===== config.mk =====
export PLATFORM = sky130hd
export DESIGN_NAME = external_bus_strobe_wait_hold
export DESIGN_NICKNAME = d
export VERILOG_FILES = /design/src/logic/bus_grant_arbiter.v /design/src/logic/external_bus_strobe_wait_hold.v
export VERILOG_INCLUDE_DIRS = /design/src /design/src/logic
export SDC_FILE = /design/constraint.sdc
export NUM_CORES = 1
export LEC_CHECK = 0
export BUFFER_PORTS_ARGS = -buffer_cell sky130_fd_sc_hd__clkbuf_2
export CAP_MARGIN = 25
export CELL_PAD_IN_SITES_DETAIL_PLACEMENT = 1
export CELL_PAD_IN_SITES_GLOBAL_PLACEMENT = 1
export CORE_ASPECT_RATIO = 1.75
export CORE_UTILIZATION = 32
export DETAILED_ROUTE_END_ITERATION = 10
export PLACE_DENSITY_LB_ADDON = 0.1
export SETUP_SLACK_MARGIN = 0.15
export SLEW_MARGIN = 20
export SYNTH_ARGS = -nofsm -noshare
export SYNTH_HDL_FRONTEND = slang
export SYNTH_SLANG_ARGS = --single-unit

===== constraint.sdc =====
create_clock -name core_clk -period 1.75 [get_ports core_clk]
set_input_delay 0.175 -clock core_clk [delete_from_list [all_inputs] [get_ports core_clk]]
set_output_delay 0.175 -clock core_clk [all_outputs]
set_load 0.01 [all_outputs]

===== src/logic/ext_bus_defs.vh =====
// Constants shared by the external bus strobe, wait and hold logic.
`ifndef EXT_BUS_DEFS_VH
`define EXT_BUS_DEFS_VH
`define AREA_EXTERNAL 2'h0
`define AREA_SPECIAL  2'h1
`define AREA_INTERNAL 2'h2
`define MODE_SINGLE   2'h0
`define MODE_EXPAND   2'h1
`define MODE_MICRO    2'h2
`define SCHEME_RESET  1'h0
`define WAIT_CLKS_SEP 2'h2
`define WAIT_CLKS_MUX 2'h3
`define SPECIAL_CLKS  2'h2
`define ADDR_RESET    20'h00000
`define WATCHDOG_RUN  1'h1
`endif


===== src/logic/bus_grant_arbiter.v =====
// Fixed priority bus ownership arbiter for hold, transfer engine and CPU.
`timescale 1ns/1ns
module bus_grant_arbiter (
  input  wire holdReq,
  input  wire engineReq,
  input  wire cpuReq,
  output reg  grantHold,
  output reg  grantEngine,
  output reg  grantCpu
);
  // Hold beats the transfer engine, which beats the CPU.
  always @* begin
    grantHold   = holdReq;
    grantEngine = ~holdReq & engineReq;
    grantCpu    = ~holdReq & ~engineReq & cpuReq;
  end
endmodule


===== src/logic/external_bus_strobe_wait_hold.v =====
// External bus cycle sequencer: strobes, address latch, wait and hold.
`timescale 1ns/1ns
`include "ext_bus_defs.vh"
// Functional notes
// - Scheme bit picks single or split write strobes on a wide bus
// - Reset selects single write strobe scheme
// - Split scheme: lane strobes pick bytes
// - Single scheme: upper enable and A0 pick
// - Narrow bus moves one byte, enable meaningless
// - Multiplexed pins carry address, shift when wide
// - Wait pin sampled each falling bus edge
// - Wait honoured only in zero-wait-bit areas
// - Outputs frozen during wait state
// - Wait ignored while software wait clocks remain
// - Hold after current access, ack follows request
// - Priority hold, transfer engine, then CPU
// - Hold floats bus and low ports
// - Watchdog stops while bus held
// - Special area drives address, strobes, no selects
// - Internal area keeps address, strobes high
// - Bus signals only in expansion modes
// - Width pin high means 8-bit bus
// - Area wait bit one gives one clock when soft wait bit clear
module external_bus_strobe_wait_hold #(
  parameter ADDR_W = 20,
  parameter DATA_W = 16
) (
  input  wire              core_clk,
  input  wire              rst_n,
  input  wire [1:0]        procMode,        // Processor mode select.
  input  wire              splitScheme,     // Strobe scheme select bit.
  input  wire [3:0]        areaWaitBits,    // Per-area one-clock bits.
  input  wire              softWaitAll,     // Global software wait bit.
  input  wire              muxBus,          // Multiplexed address/data.
  input  wire              byteWidthPin,    // High selects 8-bit bus.
  input  wire              readyPin_n,      // External wait request.
  input  wire              busClkFall,      // Bus clock falling edge.
  input  wire              holdPin_n,       // External bus request.
  input  wire              cpuReq,          // CPU access request.
  input  wire              engineReq,       // Transfer engine request.
  input  wire              reqWrite,        // Access is a write.
  input  wire [1:0]        reqArea,         // External, special, internal.
  input  wire [1:0]        reqArea_cs,      // Chip-select area index.
  input  wire [1:0]        reqLanes,        // Bit 0 even, bit 1 odd byte.
  input  wire [ADDR_W-1:0] reqAddr,
  input  wire [DATA_W-1:0] reqWdata,
  input  wire [DATA_W-1:0] dataIn,          // Data pin levels.
  output reg  [ADDR_W-1:0] addrOut,
  output reg               addrOe,
  output reg  [DATA_W-1:0] dataOut,
  output reg               dataOe,
  output reg  [3:0]        chipSel_n,
  output reg               chipSelOe,
  output reg               read_n,
  output reg               write_n,         // Single write strobe.
  output reg               low_lane_store_n,
  output reg               high_lane_store_n,
  output reg               upper_lane_enable_n,
  output reg               strobeOe,
  output reg               addrLatch,
  output reg               bus_grant_ack_n,
  output reg               lowPortsFloat,   // Ports 0 to 5 released.
  output reg               watchdogRun,
  output reg               accessDone,      // One-cycle completion pulse.
  output reg               engineGranted,
  output reg  [DATA_W-1:0] readData
);
  localparam IDLE = 2'h0;
  localparam ADDR = 2'h1;
  localparam DATA = 2'h2;
  localparam HOLD = 2'h3;

  reg [1:0]  state_reg;       // Sequencer state.
  reg [1:0]  state_next;
  reg [1:0]  cnt_reg;         // Remaining bus clocks of the access.
  reg [1:0]  cnt_next;
  reg        wr_reg;          // Latched direction of current access.
  reg [1:0]  area_reg;        // Latched area of current access.
  reg        rdyOk_reg;       // Wait pin honoured for this access.
  reg [2:0]  rdySync_reg;     // Three-stage pin synchroniser.
  reg [2:0]  holdSync_reg;
  reg        rdyLow_reg;      // Filtered wait pin level.
  reg        holdLow_reg;     // Filtered request level.
  reg        scheme_reg;      // Scheme in effect, cleared by reset.

  wire expandMode = (procMode == `MODE_EXPAND) |
                    (procMode == `MODE_MICRO);
  wire narrow     = byteWidthPin;
  wire grantHold;
  wire grantEngine;
  wire grantCpu;

  // Fixed-priority selection among the three bus users.
  bus_grant_arbiter u_arb (
    .holdReq     (holdLow_reg & expandMode),
    .engineReq   (engineReq),
    .cpuReq      (cpuReq),
    .grantHold   (grantHold),
    .grantEngine (grantEngine),
    .grantCpu    (grantCpu)
  );

  // Bus clocks an access takes; the special area is fixed at two.
  function [1:0] cycleClks;
    input [1:0] area;
    input       oneClk;
    begin
      if (area == `AREA_SPECIAL)
        cycleClks = `SPECIAL_CLKS;
      else if (area == `AREA_EXTERNAL & oneClk & ~softWaitAll)
        cycleClks = 2'h1;
      else if (area == `AREA_EXTERNAL & muxBus)
        cycleClks = `WAIT_CLKS_MUX;
      else if (area == `AREA_EXTERNAL | softWaitAll)
        cycleClks = `WAIT_CLKS_SEP;
      else
        cycleClks = 2'h1;
    end
  endfunction

  // Pin synchronisers; a change counts once stages two and three agree.
  always @(posedge core_clk) begin
    if (!rst_n) begin
      rdySync_reg  <= 3'h7;
      holdSync_reg <= 3'h7;
      rdyLow_reg   <= 1'h0;
      holdLow_reg  <= 1'h0;
    end else begin
      rdySync_reg  <= {rdySync_reg[1:0], readyPin_n};
      holdSync_reg <= {holdSync_reg[1:0], holdPin_n};
      if (rdySync_reg[1] == rdySync_reg[2])
        rdyLow_reg <= ~rdySync_reg[2];
      if (holdSync_reg[1] == holdSync_reg[2])
        holdLow_reg <= ~holdSync_reg[2];
    end
  end

  wire startReq = (grantEngine | grantCpu) & expandMode;

  // Wait state: pin sampled on falling bus edges, only when honoured.
  // Ready is not taken while software clocks remain, so it can only
  // stretch the final clock of an access.
  wire rdyTake = busClkFall & rdyOk_reg & (state_reg == DATA) &
                 (cnt_reg <= 2'h1);
  // The level seen at this fall decides at once; a registered copy would
  // act one fall late and let the first wait slip through.
  wire stallNow = rdyTake & rdyLow_reg;

  // Next-state logic of the access sequencer.
  always @* begin
    state_next = state_reg;
    cnt_next   = cnt_reg;
    case (state_reg)
      IDLE: begin
        if (grantHold)
          state_next = HOLD;
        else if (startReq) begin
          state_next = ADDR;
          cnt_next   = cycleClks(reqArea, areaWaitBits[reqArea_cs]);
        end
      end
      ADDR: begin
        if (busClkFall)
          state_next = DATA;
      end
      DATA: begin
        // A wait stretches the cycle; the final count is held.
        if (busClkFall & ~stallNow) begin
          if (cnt_reg <= 2'h1)
            state_next = IDLE;
          else
            cnt_next = cnt_reg - 2'h1;
        end
      end
      HOLD: begin
        if (!holdLow_reg)
          state_next = IDLE;
      end
      default: state_next = IDLE;
    endcase
  end

  wire lanesWide = ~narrow;

  // Sequencer registers and all pin-facing outputs.
  always @(posedge core_clk) begin
    if (!rst_n) begin
      state_reg           <= IDLE;
      cnt_reg             <= 2'h0;
      wr_reg              <= 1'h0;
      area_reg            <= `AREA_INTERNAL;
      rdyOk_reg           <= 1'h0;
      scheme_reg          <= `SCHEME_RESET;
      addrOut             <= `ADDR_RESET;
      addrOe              <= 1'h0;
      dataOut             <= {DATA_W{1'b0}};
      dataOe              <= 1'h0;
      chipSel_n           <= 4'hf;
      chipSelOe           <= 1'h0;
      read_n              <= 1'h1;
      write_n             <= 1'h1;
      low_lane_store_n    <= 1'h1;
      high_lane_store_n   <= 1'h1;
      upper_lane_enable_n <= 1'h1;
      strobeOe            <= 1'h0;
      addrLatch           <= 1'h0;
      bus_grant_ack_n     <= 1'h1;
      lowPortsFloat       <= 1'h0;
      watchdogRun         <= `WATCHDOG_RUN;
      accessDone          <= 1'h0;
      engineGranted       <= 1'h0;
      readData            <= {DATA_W{1'b0}};
    end else begin
      state_reg  <= state_next;
      cnt_reg    <= cnt_next;
      accessDone <= 1'h0;
      // Scheme bit is honoured only on a wide bus; narrow forces single.
      scheme_reg <= splitScheme & lanesWide;
      case (state_reg)
        IDLE: begin
          strobeOe  <= expandMode;
          addrOe    <= expandMode;
          chipSelOe <= expandMode;
          if (grantHold) begin
            bus_grant_ack_n <= 1'h0;
            addrOe          <= 1'h0;
            dataOe          <= 1'h0;
            chipSelOe       <= 1'h0;
            strobeOe        <= 1'h0;
            lowPortsFloat   <= 1'h1;
            watchdogRun     <= 1'h0;
          end else if (startReq) begin
            engineGranted <= grantEngine;
            wr_reg        <= reqWrite;
            area_reg      <= reqArea;
            rdyOk_reg     <= (reqArea == `AREA_EXTERNAL) &
                             ~areaWaitBits[reqArea_cs];
            if (reqArea != `AREA_INTERNAL) begin
              // External and special accesses put out the address.
              if (muxBus & reqArea == `AREA_EXTERNAL) begin
                addrLatch <= 1'h1;
                dataOe    <= 1'h1;
                if (narrow)
                  dataOut <= {{(DATA_W-8){1'b0}}, reqAddr[7:0]};
                else
                  dataOut <= {{(DATA_W-8){1'b0}}, reqAddr[8:1]};
              end
              addrOut <= reqAddr;
              if (!narrow)
                upper_lane_enable_n <= ~reqLanes[1];
              else
                upper_lane_enable_n <= 1'h1;
            end
            // Selects go low for external areas only.
            chipSel_n <= 4'hf;
            if (reqArea == `AREA_EXTERNAL)
              chipSel_n[reqArea_cs] <= 1'h0;
          end
        end
        ADDR: begin
          addrLatch <= 1'h0;
          if (busClkFall & area_reg != `AREA_INTERNAL) begin
            // Strobes open; internal area keeps them high.
            dataOe  <= wr_reg;
            dataOut <= reqWdata;
            read_n  <= wr_reg;
            if (wr_reg & scheme_reg) begin
              low_lane_store_n  <= ~reqLanes[0];
              high_lane_store_n <= ~reqLanes[1];
            end else if (wr_reg)
              write_n <= 1'h0;
          end
        end
        DATA: begin
          // During a wait every output is left as it stands.
          if (busClkFall & ~stallNow & cnt_reg <= 2'h1) begin
            read_n            <= 1'h1;
            write_n           <= 1'h1;
            low_lane_store_n  <= 1'h1;
            high_lane_store_n <= 1'h1;
            chipSel_n         <= 4'hf;
            dataOe            <= 1'h0;
            accessDone        <= 1'h1;
            if (!wr_reg)
              readData <= dataIn;
          end
        end
        HOLD: begin
          if (!holdLow_reg) begin
            bus_grant_ack_n <= 1'h1;
            lowPortsFloat   <= 1'h0;
            watchdogRun     <= 1'h1;
            addrOe          <= expandMode;
            chipSelOe       <= expandMode;
            strobeOe        <= expandMode;
          end
        end
        default: begin
          bus_grant_ack_n <= 1'h1;
        end
      endcase
    end
  end
endmodule


==> flow_summary.json <==
{
  "outcome": "complete, but fails checks",
  "violations": "design-rule violations",
  "crit_slowest_cell": "dfxtp_4",
  "yosysSeqAreaShare": 0.4503,
  "crit_type": "flop to flop",
  "hold_slack_ps": 21.27,
  "grt_first_pass_wirelength_um": 21060,
  "dr.pass1.iters": 9,
  "postRouteAntennaNets": 0,
  "required_ps": 1980,
  "synth_mux_area_frac": 0.1517,
  "grt.overflow.total": 0,
  "yosysMostFrequentCell": "dfxtp_1",
  "yosys.area_share.simple": 0.1526,
  "tritoncts": "yes",
  "setup.reg_to_reg.worst_slack_ps": 20,
  "cp_max_fo": 4,
  "reg.largest.list": "addrOut: 20 flops, dataOut: 16 flops, readData: 16 flops",
  "synth_xor_area_frac": 0.008609,
  "synth_edf_count": 0,
  "synth_top_family_by_area": "compound AO/OA/AOI/OAI gates",
  "first_iter_violations": 146,
  "syn_area_um2": 3779,
  "core_um2": 11520,
  "ys_types": 54,
  "synthAdderAreaFrac": 0.01987,
  "clk_latency_ps": 340,
  "nFillCells": 1336,
  "cts-root-buf": "clkbuf_16",
  "cts_hold_buf": 0,
  "design_area_um2": 5952,
  "end_kind": "flop",
  "critical-path-top-delay-family": "compound AO/OA/AOI/OAI gates",
  "syn_nets": 488,
  "final_util": 0.5168,
  "synth_common_cells": "dfxtp_1 (85), mux2i_1 (55), nor2_1 (53), a21oi_1 (26), nand2_1 (24)",
  "netlist_instances": 406,
  "path_cells": "inv_4, ha_4, buf_6, nand2b_4, buf_4, buf_6, nor4_4, o211ai_1, o221a_2",
  "syn_avg_cell_area_um2": 9.307,
  "die_area_um2": 12260,
  "dp_hpwl_um": 9448,
  "clock_skew_ps": 5.514,
  "gp_congestion": 0.7834,
  "rsz0062_at_grt": "true",
  "antenna_found_initial": 0,
  "fp.dieH_um": 145.8,
  "grt_pass1_vias": 4112,
  "finalHoldViolations": 0,
  "postRouteWirelength_um": 13590,
  "detail_route.wl_per_cell_um": 18.37,
  "cp_num_buf_inv": 4,
  "drive_gt1_frac": 0.4826,
  "synth_warnings": 0,
  "initial_utilization": 0.3281,
  "cp-start-kind": "flop",
  "synth_compound_area_frac": 0.1662,
  "post-route-period-util": 0.9905,
  "power_mw": 5.586,
  "placed_area_um2": 4905,
  "synthFlopType": "dfxtp_1",
  "arrival_ps": 1960,
  "slowest_delay_ps": 360,
  "die_w_um": 84.15,
  "num_io_pins": 147,
  "synth_top_area_share": 0.4503,
  "drcViolationCount": 16,
  "grtUsageTotal": 0.2208,
  "finalCriticalPeriod_ps": 1733,
  "clk_path_buf_depth": 2,
  "path_clk_slew_ps": 60,
  "p_leak_nw": 2.705,
  "area_growth_pct": 57.52,
  "largest-register": "addrOut",
  "final_net_count": 682,
  "worst_pin_slew_ps": 691.8,
  "grt_max_degree": 35,
  "synth_top_cell_by_area": "dfxtp_1",
  "report.final.slew_viol_count": 0,
  "largest_reg_flops": 20,
  "max_freq_mhz": 576.9,
  "portBuffers": 146,
  "diodes": 0,
  "synthTopCellsByArea": "dfxtp_1 (45%), mux2i_1 (15%), nor2_1 (5.3%)",
  "vias": 3813,
  "numCtsBuffers": 9,
  "slew-limit-headroom": 0.5371,
  "cts_sinks": 85,
  "drv_cap": 0,
  "crit_top_cell": "buf_6",
  "finalSetupViolations": 0,
  "num_rows": 52,
  "vias_per_cell": 5.153,
  "hold_class": "primary input to flop",
  "async_flop_share": 0,
  "p_per_area_nw_per_um2": 938.5,
  "ctsHtreeMaxLevel": 3,
  "ys_ff_latch": 85,
  "vdd_drop_max_mv": 0.5533
}
worst paths after layout:
kind	startpoint	endpoint	depth (start not counted)
max	state_reg[1]	cnt_reg[0]	9
max reg2reg	state_reg[1]	cnt_reg[0]	9
min reg2reg	rdySync_reg[0]	rdySync_reg[1]	1
min	readyPin_n	rdySync_reg[0]	2
metrics by stage:
step	setup WS [ps]	setup TNS (ps)	cells
final	16.54	0	740
after detailed placement	-89.30	-1821	699
after floorplan	100.7	0	406
after global placement	-63.10	-1010	699
after CTS	50.89	0	733
after global routing	-80.65	-982.1	740
cell usage in the layout (no fill, tap or decap), types with 3 or more instances in the layout:
cell type	instances
buf_16	3
o21ai_1	9
o311a_1	3
buf_6	20
a31oi_1	5
o21ai_0	8
nand2b_1	7
nor3_1	4
nand3_1	7
inv_4	3
buf_4	38
dfxtp_2	3
o2111ai_2	6
nor2_1	53
nand2b_4	3
mux2i_1	53
nor4_2	3
nand4_1	4
clkbuf_16	10
buf_12	6
o21ai_2	10
inv_2	3
dfxtp_1	81
o21a_1	3
nand2_1	24
inv_1	5
ha_4	3
clkbuf_2	146
a21oi_1	24
power breakdown:
group	total, mW	switching (mW)	internal, mW
clock network	2.07	0.816	1.26
logic	1.40	0.712	0.686
registers	2.11	0.0726	2.04
total	5.59	1.60	3.98
kinds of logic (layout without fill, tap and decap cells):
family | count (synthesis) | in the layout
mux | 56 | 56
fa+ha+maj | 6 | 6
xor+xnor | 2 | 2
compound gates | 93 | 93
buf+inv | 42 | 241
flops | 85 | 85
simple gates | 122 | 122
timing repair:
item | in CTS | in global routing
endpoints found under the setup margin | 69 | 70
pin swaps | 21 | 27
resized for setup | 59 | 45
setup buffers | 14 | 6
cloned | 4 | 1
layer usage:
metal | vias to the layer above | wire length, um | global-route usage
met5 | - | 0 | 0
met4 | 0 | 281 | 0.06552
met3 | 16 | 561 | 0.04141
met2 | 103 | 7824 | 0.4447
met1 | 1863 | 4925 | 0.2220
li1 | 1831 | - | -
final cells by class:
class | count | area, um^2 | share of cell area
multi-input cells | 279 | 2238 | 0.3761
flip-flops and latches | 85 | 1709 | 0.2872
repair buffers | 214 | 1469 | 0.2468
clock buffers | 11 | 232.7 | 0.03910
well taps | 135 | 168.9 | 0.02838
clock inverters | 5 | 85.08 | 0.01429
inverters | 11 | 48.80 | 0.008198
Note: power is estimated with default switching activity, not from simulation.
